$ cat src/rtl/acs_regs.vh
// register layout, field positions and timing counts of the channel sequencer
`ifndef ACS_REGS_VH
`define ACS_REGS_VH
// control word field positions on the write data bus
`define ACS_CTL_SEQ_BIT 1
`define ACS_CTL_MASK_TARGET_SELECT_BIT_BIT 2
`define ACS_CTL_CODING_BIT 3
`define ACS_CTL_PM_LO_BIT 4
`define ACS_CTL_PM_HI_BIT 5
`define ACS_CTL_MODE_LO_BIT 6
`define ACS_CTL_MODE_HI_BIT 7
`define ACS_CTL_ADDR_LO_BIT 8
`define ACS_CTL_ADDR_HI_BIT 10
`define ACS_CTL_RANGE_BIT 0
// reset values
`define ACS_CTL_RESET 12'h000
`define ACS_MASK_RESET 8'h00
// conversion length in conversion-clock periods
`define ACS_CONV_PERIODS 4'hD
// result width
`define ACS_RESULT_BITS 12
// sequencer modes {seq, mask_target_select_bit}
`define ACS_SQ_OFF 2'h0
`define ACS_SQ_LOAD 2'h1
`define ACS_SQ_KEEP 2'h2
`define ACS_SQ_CONSEC 2'h3
`endif

$ cat src/rtl/acs_sequencer.v
// channel sequencer and conversion control of the eight-input converter
// ---------------------------------------------------------------
// Overview of operation
// conversion finishes only after thirteen full clock periods
// host re-edges start or clock after abort
// write-only eight-bit mask, captured at strobe rise
// mask write only after seq 0, shadow 1
// mask bit n selects input n
// host sets both bits of each pair
// start edges step ascending, wrap to lowest
// sequencing holds until control word not 1,0
// never convert swapped-polarity pair in pair modes; code masks odd channels only in sequencing, not direct address
// mode 0,0 uses written channel address
// mode 0,1 loads mask, then cycles it
// mode 1,0 updates fields, sequence keeps going
// mode 1,1 cycles channel zero to address
// coding bit picks straight binary or two's complement
// twelve-bit code, one step per lsb
// config 0,0 single-ended, 0,1 differential pairs
// reset leaves sequencer idle, no mask
// ---------------------------------------------------------------
`include "acs_regs.vh"
module acs_sequencer #(
   parameter CH_BITS = 3,
   parameter RES_BITS = `ACS_RESULT_BITS
) (
   input wire clk,
   input wire rst_b,
   input wire clk_en,
   input wire wr_b,
   input wire [11:0] data_bus,
   input wire conversion_start_n,
   input wire conversion_clock_in,
   input wire [RES_BITS-1:0] sar_result,
   output reg [CH_BITS-1:0] pos_channel_ff,
   output reg [CH_BITS-1:0] neg_channel_ff,
   output reg neg_is_ground_ff,
   output reg converting_ff,
   output reg conv_done_ff,
   output reg conv_abort_ff,
   output reg [RES_BITS-1:0] result_ff,
   output reg range_ff,
   output reg [1:0] power_select_ff,
   output reg [1:0] input_config_ff
);
   localparam NCH = 1 << CH_BITS;
   // ---------------------------------------------------------------
   // edge detection
   // ---------------------------------------------------------------
   reg wr_b_q_ff;
   reg start_q_ff;
   reg cclk_q_ff;
   wire wr_rise = wr_b & ~wr_b_q_ff;
   wire start_fall = ~conversion_start_n & start_q_ff;
   wire cclk_fall = ~conversion_clock_in & cclk_q_ff;
   // ---------------------------------------------------------------
   // control and mask registers
   // ---------------------------------------------------------------
   reg [11:0] ctl_ff;
   reg [NCH-1:0] mask_ff;
   reg mask_next_ff;
   reg seq_run_ff;
   reg [CH_BITS-1:0] cur_ff;
   wire [1:0] wmode = {data_bus[`ACS_CTL_SEQ_BIT], data_bus[`ACS_CTL_MASK_TARGET_SELECT_BIT_BIT]};
   wire [1:0] mode_cfg = {ctl_ff[`ACS_CTL_MODE_HI_BIT], ctl_ff[`ACS_CTL_MODE_LO_BIT]};
   wire pair_mode = (mode_cfg == 2'h1) | (mode_cfg == 2'h2);
   wire [CH_BITS-1:0] addr = ctl_ff[`ACS_CTL_ADDR_HI_BIT:`ACS_CTL_ADDR_LO_BIT];
   // ---------------------------------------------------------------
   // next selected channel after cur, ascending with wrap
   // ---------------------------------------------------------------
   reg [NCH-1:0] eff_mask;
   reg [CH_BITS-1:0] nxt_ch;
   reg found;
   reg [CH_BITS-1:0] probe;
   integer i;
   always @* begin
      eff_mask = mask_ff;
      if (pair_mode) begin
         for (i = 1; i < NCH; i = i + 2) begin
            eff_mask[i] = 1'b0;
         end
      end
      nxt_ch = cur_ff;
      found = 1'b0;
      probe = cur_ff;
      for (i = 1; i <= NCH; i = i + 1) begin
         probe = cur_ff + i[CH_BITS-1:0];
         if (!found && eff_mask[probe]) begin
            nxt_ch = probe;
            found = 1'b1;
         end
      end
   end
   // ---------------------------------------------------------------
   // write handling and sequence stepping
   // ---------------------------------------------------------------
   // ---------------------------------------------------------------
   // input edge history, reset to the idle levels of the pins
   // ---------------------------------------------------------------
   always @(posedge clk or negedge rst_b) begin
      if (!rst_b) begin
         wr_b_q_ff <= 1'b1;
         start_q_ff <= 1'b1;
         cclk_q_ff <= 1'b1;
      end else if (clk_en) begin
         wr_b_q_ff <= wr_b;
         start_q_ff <= conversion_start_n;
         cclk_q_ff <= conversion_clock_in;
      end
   end
   // ---------------------------------------------------------------
   // control word, sequence mask and sequence position
   // ---------------------------------------------------------------
   always @(posedge clk or negedge rst_b) begin
      if (!rst_b) begin
         ctl_ff <= `ACS_CTL_RESET;
         mask_ff <= `ACS_MASK_RESET;
         mask_next_ff <= 1'b0;
         seq_run_ff <= 1'b0;
         cur_ff <= {CH_BITS{1'b1}};
      end else if (clk_en) begin
         if (wr_rise) begin
            if (mask_next_ff) begin
               mask_ff <= data_bus[NCH-1:0];
               mask_next_ff <= 1'b0;
               seq_run_ff <= 1'b1;
               cur_ff <= {CH_BITS{1'b1}};
            end else begin
               ctl_ff <= data_bus;
               mask_next_ff <= (wmode == `ACS_SQ_LOAD);
               case (wmode)
                  `ACS_SQ_KEEP: begin
                  end
                  `ACS_SQ_CONSEC: begin
                     mask_ff <= {NCH{1'b1}} >> ((NCH - 1) - data_bus[`ACS_CTL_ADDR_HI_BIT:`ACS_CTL_ADDR_LO_BIT]);
                     seq_run_ff <= 1'b1;
                     cur_ff <= {CH_BITS{1'b1}};
                  end
                  default: begin
                     seq_run_ff <= 1'b0;
                  end
               endcase
            end
         end
         if (start_fall && seq_run_ff) begin
            cur_ff <= nxt_ch;
         end
      end
   end
   // ---------------------------------------------------------------
   // output coding of the raw converter code
   // ---------------------------------------------------------------
   wire [RES_BITS-1:0] coded_result = ctl_ff[`ACS_CTL_CODING_BIT] ?
      {~sar_result[RES_BITS-1], sar_result[RES_BITS-2:0]} : sar_result;
   // ---------------------------------------------------------------
   // conversion period count, completion and abort
   // ---------------------------------------------------------------
   reg [3:0] per_cnt_ff;
   wire last_period = (per_cnt_ff == `ACS_CONV_PERIODS - 4'h1);
   always @(posedge clk or negedge rst_b) begin
      if (!rst_b) begin
         per_cnt_ff <= 4'h0;
         converting_ff <= 1'b0;
         conv_done_ff <= 1'b0;
         conv_abort_ff <= 1'b0;
         result_ff <= {RES_BITS{1'b0}};
      end else if (clk_en) begin
         conv_done_ff <= 1'b0;
         conv_abort_ff <= 1'b0;
         if (start_fall) begin
            converting_ff <= 1'b1;
            per_cnt_ff <= 4'h0;
            conv_abort_ff <= converting_ff;
         end else if (converting_ff) begin
            if (cclk_fall) begin
               if (last_period) begin
                  converting_ff <= 1'b0;
                  conv_done_ff <= 1'b1;
                  result_ff <= coded_result;
               end
               per_cnt_ff <= per_cnt_ff + 4'h1;
            end
            if (wr_rise && !last_period) begin
               converting_ff <= 1'b0;
               conv_abort_ff <= 1'b1;
            end
         end
      end
   end
   // ---------------------------------------------------------------
   // input selection of each conversion
   // ---------------------------------------------------------------
   always @(posedge clk or negedge rst_b) begin
      if (!rst_b) begin
         pos_channel_ff <= {CH_BITS{1'b0}};
         neg_channel_ff <= {CH_BITS{1'b0}};
         neg_is_ground_ff <= 1'b1;
      end else if (clk_en) begin
         if (start_fall) begin
            if (seq_run_ff) begin
               pos_channel_ff <= nxt_ch;
               neg_channel_ff <= nxt_ch ^ {{(CH_BITS-1){1'b0}}, 1'b1};
            end else begin
               pos_channel_ff <= addr;
               neg_channel_ff <= addr ^ {{(CH_BITS-1){1'b0}}, 1'b1};
            end
            if (mode_cfg == 2'h3) begin
               neg_channel_ff <= {CH_BITS{1'b1}};
            end
            neg_is_ground_ff <= (mode_cfg == 2'h0);
         end
      end
   end
   // ---------------------------------------------------------------
   // registered copies of the control fields
   // ---------------------------------------------------------------
   always @(posedge clk or negedge rst_b) begin
      if (!rst_b) begin
         range_ff <= 1'b0;
         power_select_ff <= 2'h0;
         input_config_ff <= 2'h0;
      end else if (clk_en) begin
         range_ff <= ctl_ff[`ACS_CTL_RANGE_BIT];
         power_select_ff <= {ctl_ff[`ACS_CTL_PM_HI_BIT], ctl_ff[`ACS_CTL_PM_LO_BIT]};
         input_config_ff <= mode_cfg;
      end
   end
endmodule

$ cat config.mk
export PLATFORM = sky130hd
export DESIGN_NAME = acs_sequencer
export DESIGN_NICKNAME = d
export VERILOG_FILES = /design/src/rtl/acs_sequencer.v
export VERILOG_INCLUDE_DIRS = /design/src /design/src/rtl
export SDC_FILE = /design/constraint.sdc
export NUM_CORES = 1
export LEC_CHECK = 0
export ABC_AREA = 1
export BUFFER_PORTS_ARGS = -buffer_cell sky130_fd_sc_hd__buf_4
export CAP_MARGIN = 0
export CORE_AREA = 3 3 82 84
export DETAILED_ROUTE_END_ITERATION = 8
export DIE_AREA = 0 0 85 87
export HOLD_SLACK_MARGIN = 0.1
export PLACE_DENSITY = 0.76
export SYNTH_ARGS = -nofsm -noshare
export SYNTH_HDL_FRONTEND = slang
export SYNTH_SLANG_ARGS = --single-unit
$ cat constraint.sdc
create_clock -name clk -period 2.7 [get_ports clk]
set_input_delay 0.27 -clock clk [delete_from_list [all_inputs] [get_ports clk]]
set_output_delay 0.27 -clock clk [all_outputs]
set_load 0.02 [all_outputs]
== After elaboration in Yosys (flattened, before gate mapping) ==
Index checks and enable logic that the tools add are counted.
Word-level totals
  flip-flop bits (word level): 58
  bits in latches: 0
  bits in writable memories: 0
  ROM bits: 0
  input bits: 30
  output and inout port bits: 27
  word-level logic and storage cells: 151
  memories: 0
Cells by class
  $add $sub $neg: 9
  $mul: 0
  divide/modulo/power cells: 0
  $lt $le $gt $ge: 8
  equality and inequality tests: 8
  shift-type cells: 1
  muxes and demuxes: 63
  bitwise operators: 12
  reduce and logical (&&, ||, !) cells: 31
Operator list (number)
  $mux W3: 15
  $mux W1: 33
  $lt A3 B4 Y1 const B: 8
  $shr A8 B32 Y8 const A: 1
  $bmux W1 S3: 8
  $mux W8: 2
  $reduce_and A3 Y1: 5
  $add A3 B3 Y3 const B: 4
  $mux W12: 1
  $mux W4: 3
  $logic_and A1 B1 Y1: 9
  $eq A2 B2 Y1 const B: 4
  $logic_not A1 Y1: 8
  $not A1 Y1: 8
  $reduce_bool A2 Y1: 4
  $add A3 B2 Y3 const B: 2
  $reduce_and A5 Y1: 1
  $add A4 B1 Y4 const B: 1
  $eq A2 B1 Y1 const B: 2
  $eq A4 B4 Y1 const B: 1
  $reduce_and A2 Y1: 2
  $sub A3 B3 Y4 const A: 1
  $add A3 B1 Y3 const B: 1
  $and A1 B1 Y1: 3
  5 further kinds: 5

== Logic depth before layout (Yosys ltp) ==
  depth after elaboration: 30
  gate-level depth with buffers: 21
  gate-level depth less buffers: 21

== Worst setup path before layout ==
Ideal clock, no wire load.
  path kind: reg2reg
  start: register cur_ff[0]
  end: register neg_channel_ff[1]
  setup time: 0.117 ns
  arrival time: 2.356 ns
  data required time: 2.583 ns
  setup slack: 0.227 ns
  stages on the path, launching flop included: 19
  path buffers: 2
  period minus slack after synthesis: 2.473 ns
  path through: dfstp_2 > inv_2 > buf_6 > ha_1 > buf_2 > inv_2 > nand3_1 > nand3_2 > nand2_1 > nor2_4 > nand4_4 > nor2_2 > nand2_1 > nand3_2 > nand2_2 > nand2_1 > nand3_1 > nand2_1 > nand2_1
Between the ends
  word-level cells in the longest chain between the ends: 27
  elaborated cells between the ends (all ways): 54
  those cells by class: 7 x add/sub; 33 x mux; 14 x reduce/logical
Ends and longest elaborated chain
  from (decl): RTL line acs_sequencer.v:63  | reg [CH_BITS-1:0] cur_ff;
  from (signal assigned): RTL line acs_sequencer.v:120  | cur_ff <= {CH_BITS{1'b1}};
  from (signal assigned): RTL line acs_sequencer.v:127  | cur_ff <= {CH_BITS{1'b1}};
  from (signal assigned): RTL line acs_sequencer.v:137  | cur_ff <= {CH_BITS{1'b1}};
  $add A3 B1 Y3: RTL line acs_sequencer.v:87  | probe = cur_ff + i[CH_BITS-1:0];
  $bmux W1 S3: RTL line acs_sequencer.v:88  | if (!found && eff_mask[probe]) begin
  $mux W1 (implied by the code): RTL line acs_sequencer.v:88
  $mux W1: RTL line acs_sequencer.v:88
  $logic_not A1 Y1: RTL line acs_sequencer.v:88
  $logic_and A1 B1 Y1: RTL line acs_sequencer.v:88
  $mux W1: RTL line acs_sequencer.v:88
  $logic_not A1 Y1: RTL line acs_sequencer.v:88
  [11 not listed]
  $logic_not A1 Y1: RTL line acs_sequencer.v:88
  $logic_and A1 B1 Y1: RTL line acs_sequencer.v:88
  $mux W1: RTL line acs_sequencer.v:88
  $logic_not A1 Y1: RTL line acs_sequencer.v:88
  $logic_and A1 B1 Y1: RTL line acs_sequencer.v:88
  $mux W3 *: RTL line acs_sequencer.v:88
  $mux W3 *: RTL line acs_sequencer.v:200  | if (seq_run_ff) begin
  $mux W3 *: RTL line acs_sequencer.v:207  | if (mode_cfg == 2'h3) begin
  to (signal assigned): RTL line acs_sequencer.v:202  | neg_channel_ff <= nxt_ch ^ {{(CH_BITS-1){1'b0}}, 1'b1};
  to (signal assigned): RTL line acs_sequencer.v:205  | neg_channel_ff <= addr ^ {{(CH_BITS-1){1'b0}}, 1'b1};
  to (signal assigned): RTL line acs_sequencer.v:208  | neg_channel_ff <= {CH_BITS{1'b1}};
  to (decl): RTL line acs_sequencer.v:36  | output reg [CH_BITS-1:0] neg_channel_ff,
Every way passes the cells marked *; elsewhere a longest branch is shown, timed or not. The select of a mux whose other input is x is not followed.
A chain may end at the register's enable or synchronous reset.

== Final worst setup path ==
  start: register cur_ff[1]
  end: register neg_channel_ff[1]
The elaborated chain is that of the path after synthesis.

==> summary by stage <==
Logic synthesis
The number of flops mapped to enable cells by yosys is 0. After synthesis, the share of flip-flops with an asynchronous set or reset is 100%. The sequential fraction of the synthesis area is 42.6%. After synthesis, the cell types taking the most area are sky130_fd_sc_hd__dfrtp_1 37%, sky130_fd_sc_hd__nand2_1 16%, sky130_fd_sc_hd__nand3_1 6.2%, sky130_fd_sc_hd__dfstp_2 5.6%, sky130_fd_sc_hd__inv_1 3.9%. The unique cell type count in the Yosys netlist is 37. The synthesized design devotes to its leading area cell type 37.0% of total area. Each instance of the synthesized netlist takes up on average 7.86 um2. The gate count of the mapped netlist is 421. The largest total area in the synthesized netlist belongs to sky130_fd_sc_hd__dfrtp_1. Counting every net in the synthesized netlist gives 457. Sorting the synthesized cells by how often they occur yields 145 x sky130_fd_sc_hd__nand2_1, 49 x sky130_fd_sc_hd__dfrtp_1, 41 x sky130_fd_sc_hd__nand3_1, 34 x sky130_fd_sc_hd__inv_1, 26 x sky130_fd_sc_hd__nor2_1. The synthesized design contains 56 register bits. The synthesized netlist occupies a cell area of 3310 um2. In the synthesized netlist the dominant register cell turns out to be sky130_fd_sc_hd__dfrtp_1. In the post-synthesis netlist, the cell with the most instances is sky130_fd_sc_hd__nand2_1.

During synthesis, Yosys emitted a total of 0 warnings.

Setup path
The critical path start-end classification is reg2reg. STA classifies the critical path endpoint as a flip-flop. For the worst setup path, the data arrival time is 2.72 ns. At the worst endpoint, the required time is 2.90 ns. The highest net fanout along the worst path is 8.

The startpoint type of the worst setup path is a flip-flop.

Global route
The first global-routing pass estimated 12800 um of wire. The maximum number of pins on one net before global-route repair is 57. The number of antenna violations at the first check in global routing was 0. The total overflow reported by the global router is 0. The overall track demand over capacity in global routing is 21.2%. The via count of the first global-routing pass came to 2863.

Detailed routing
The routed layout has 2915 vias. The routed wire length is 7280 um. The pre-antenna-repair detailed-routing pass consisted of 4 iterations. In this run the remaining antenna-violating nets after routing total 0. The average vias per placed instance is 5.24. The first routing iteration left 227 violations.

The number of remaining DRC errors is 0. After detailed routing, the average wire length per cell comes to 13.1 um.

Final layout
Fill cells in the final layout number 523. The repair_antennas step left the layout with diodes totalling 0. The net count of the finished layout is 516. The number of non-filler instances in the completed layout is 556. Registers take 1410 um2.

The share of the core filled with cells is 65.7%. From synthesis to final layout, the design area changed by 18.9%. Cells with a size suffix above 1 make up 27.0% of the layout.

The multi-input gate area in the final layout is 1700 um2.

Floorplanning
The die is 85 um wide. The die area is 7400 um2. The core region is 5990 um2. The cell row count is 28. The boundary pin count is 57.

The floorplan step set the die height to 87 um. For this configuration, the core starts out at a cell density of 55.3%.

Power and ir drop
The share of total power in combinational logic is 64.2%. Cell internal power was estimated by the tool at 2.37 mW. Summed over all nets, the switching power comes to 2.39 mW. The switching fraction of total power is 50.2%. Per report_power, the clock group accounts for 10.0% of the total. In this run the power density over the cells is 1210 nW/um2.

IR analysis of the VDD net gives a maximum drop of 0.00107 V. The share of total power in sequential cells is 25.8%. For this design the static power due to leakage is 2.06 nW.

STA
The number of endpoints with negative hold slack in the final report came to 0. In the post-route analysis, the smallest setup slack over all paths is 0.183 ns. The total setup violations reported at the end of the flow is 0. The clock arrives with 0.0133 ns of skew. Based on the critical path, the design can be clocked at up to 397 MHz. Counting I/O delays and the setup requirement, the final critical path takes 2.52 ns. For the pin with the worst max-slew slack, the measured transition is 0.705 ns. Headroom to the max-slew limit came out at 53.0%. Setup total negative slack on the finished layout was measured at 0 ns.

The final critical-path share of the clock period is 93.2%. The final count of pins violating max slew is 0.

Clocking
CTS built an H-tree with a depth of 2. The root buffer cell is sky130_fd_sc_hd__clkbuf_8. In this run, CTS created clock tree buffers numbering 5. The number of sinks driven by the clock tree is 56. The post-CTS clock slew at the launch and capture registers of the worst setup and hold paths is 0.10 ns. The clock tree from TritonCTS is yes. Clock latency on the worst-skew pair, taken at its later pin, is 0.30 ns. The clock passes through at most 2 buffers.

Placement
The count of input and output buffers is 55. The setup slack at placement is 0.0748 ns. At the end of routability-driven placement, the weighted congestion stood at 0.875. The number of cells after detailed placement is 545. The wire-length estimate of the detail-placed layout is 5670 um.

Run
Max-cap violations in this run came to 0.

Outcome
The run finished with clean final reports.

Min path
The path class of the tightest hold or removal check is in2reg.
[area by class of cell]
| cell class | count | share of cell area [%] |
|---|---|---|
| well taps | 75 | 2.38 |
| clock inverters | 1 | 0.223 |
| clock buffers | 7 | 2.19 |
| flip-flops and latches | 56 | 35.8 |
| multi-input cells | 310 | 43.1 |
| inverters | 45 | 4.36 |
| repair buffers | 62 | 11.9 |
[state kept, by name, summed over array words and instances (netlist names), 2 cells and up]
signal and flops:
result_ff 12, cur_ff 3, mask_ff 8, input_config_ff 2, power_select_ff 2, ctl_ff 9, neg_channel_ff 3, per_cnt_ff 4
pos_channel_ff 3
[what timing repair did]
item                                    4_1_cts  5_1_grt
endpoints found under the hold margin        49        0
setup buffers                                 0        2
endpoints found under the setup margin        0        9
gates resized for setup                       0        6
hold buffers                                  1        0
[cell usage in the layout, fill, tap and decap left out, drive strengths merged, types with 2 or more instances in the layout]
| cell | netlist | routed |
|---|---|---|
| nand4 | 2 | 2 |
| nand2 | 158 | 158 |
| buf | 5 | 61 |
| nand3 | 53 | 53 |
| a21oi | 8 | 8 |
| ha | 6 | 6 |
| a31oi | 5 | 5 |
| o21ai | 29 | 29 |
| xor2 | 2 | 2 |
| nor2 | 30 | 30 |
| dfstp | 7 | 7 |
| o22ai | 2 | 2 |
| or2 | 2 | 2 |
| inv | 44 | 44 |
| clkbuf | 5 | 7 |
| clkinv | 1 | 2 |
| dfrtp | 49 | 49 |
| mux2 | 5 | 5 |
| xnor2 | 4 | 4 |
[through the flow]
| stage | area [um2] | hold WS [ns] | power (mW) |
|---|---|---|---|
| 2_1_floorplan | 3310 | -0.0256 | 3.56 |
| 3_3_place_gp | 3790 | 0.362 | 4.07 |
| 3_5_place_dp | 3790 | 0.370 | 4.16 |
| 4_1_cts | 3890 | 0.147 | 4.64 |
| 5_1_grt | 3940 | 0.143 | 5.21 |
| 6_report | 3940 | 0.156 | 4.76 |
[logic make-up (layout without fill, tap and decap cells)]
group	count (synthesis)	count (layout)	share of synthesized area, %
AND/OR/NAND/NOR	247	247	35.9
flip-flops	56	56	42.6
buffers and inverters	55	115	6.95
AO/OA/AOI/OAI	46	46	7.60
adder cells (fa/ha/maj)	6	6	2.27
XOR/XNOR	6	6	2.95
multiplexers	5	5	1.70
[critical path, stage by stage, from the launching register on]
cell,delay (ns)
sky130_fd_sc_hd__dfstp_2,0.55
sky130_fd_sc_hd__buf_4,0.19
sky130_fd_sc_hd__ha_2,0.26
sky130_fd_sc_hd__xor2_4,0.10
sky130_fd_sc_hd__buf_4,0.16
sky130_fd_sc_hd__nand3_1,0.10
sky130_fd_sc_hd__nand2_1,0.15
sky130_fd_sc_hd__nor2_4,0.13
sky130_fd_sc_hd__nand4_4,0.11
sky130_fd_sc_hd__nor2_4,0.13
sky130_fd_sc_hd__nand2_1,0.11
sky130_fd_sc_hd__nand3_2,0.10
sky130_fd_sc_hd__nand2_2,0.06
sky130_fd_sc_hd__nand2_1,0.08
sky130_fd_sc_hd__nand3_1,0.07
sky130_fd_sc_hd__nand2_1,0.07
sky130_fd_sc_hd__nand2_1,0.05
[power by group through the flow]
| stage | Combinational [mW] | Sequential [mW] | Clock [mW] |
|---|---|---|---|
| after floorplan | 2.29 | 1.26 | 0 |
| after global placement | 2.84 | 1.23 | 0 |
| after detailed placement | 2.92 | 1.24 | 0 |
| after CTS | 2.93 | 1.23 | 0.488 |
| after global routing | 3.42 | 1.26 | 0.530 |
| final | 3.06 | 1.23 | 0.476 |
[metal layers]
metal / GRT usage, % / part of all wire (%)
met5: 0 / 0
met4: 5.18 / 1.2
met3: 5.39 / 6.0
met2: 33.9 / 47
met1: 28.9 / 46
[final timing paths]
kind / from / end / slack [ns] / depth (start not counted)
min in group asynchronous: rst_b / per_cnt_ff[0] / 0.55 / 2
min reg2reg: neg_is_ground_ff / neg_is_ground_ff / 0.48 / 2
max: cur_ff[1] / neg_channel_ff[1] / 0.18 / 16
max reg2reg: cur_ff[1] / neg_channel_ff[1] / 0.18 / 16
max in group asynchronous: rst_b / pos_channel_ff[2] / 1.67 / 2
min: sar_result[5] / result_ff[5] / 0.16 / 3
(Power assumes the default switching activity.)
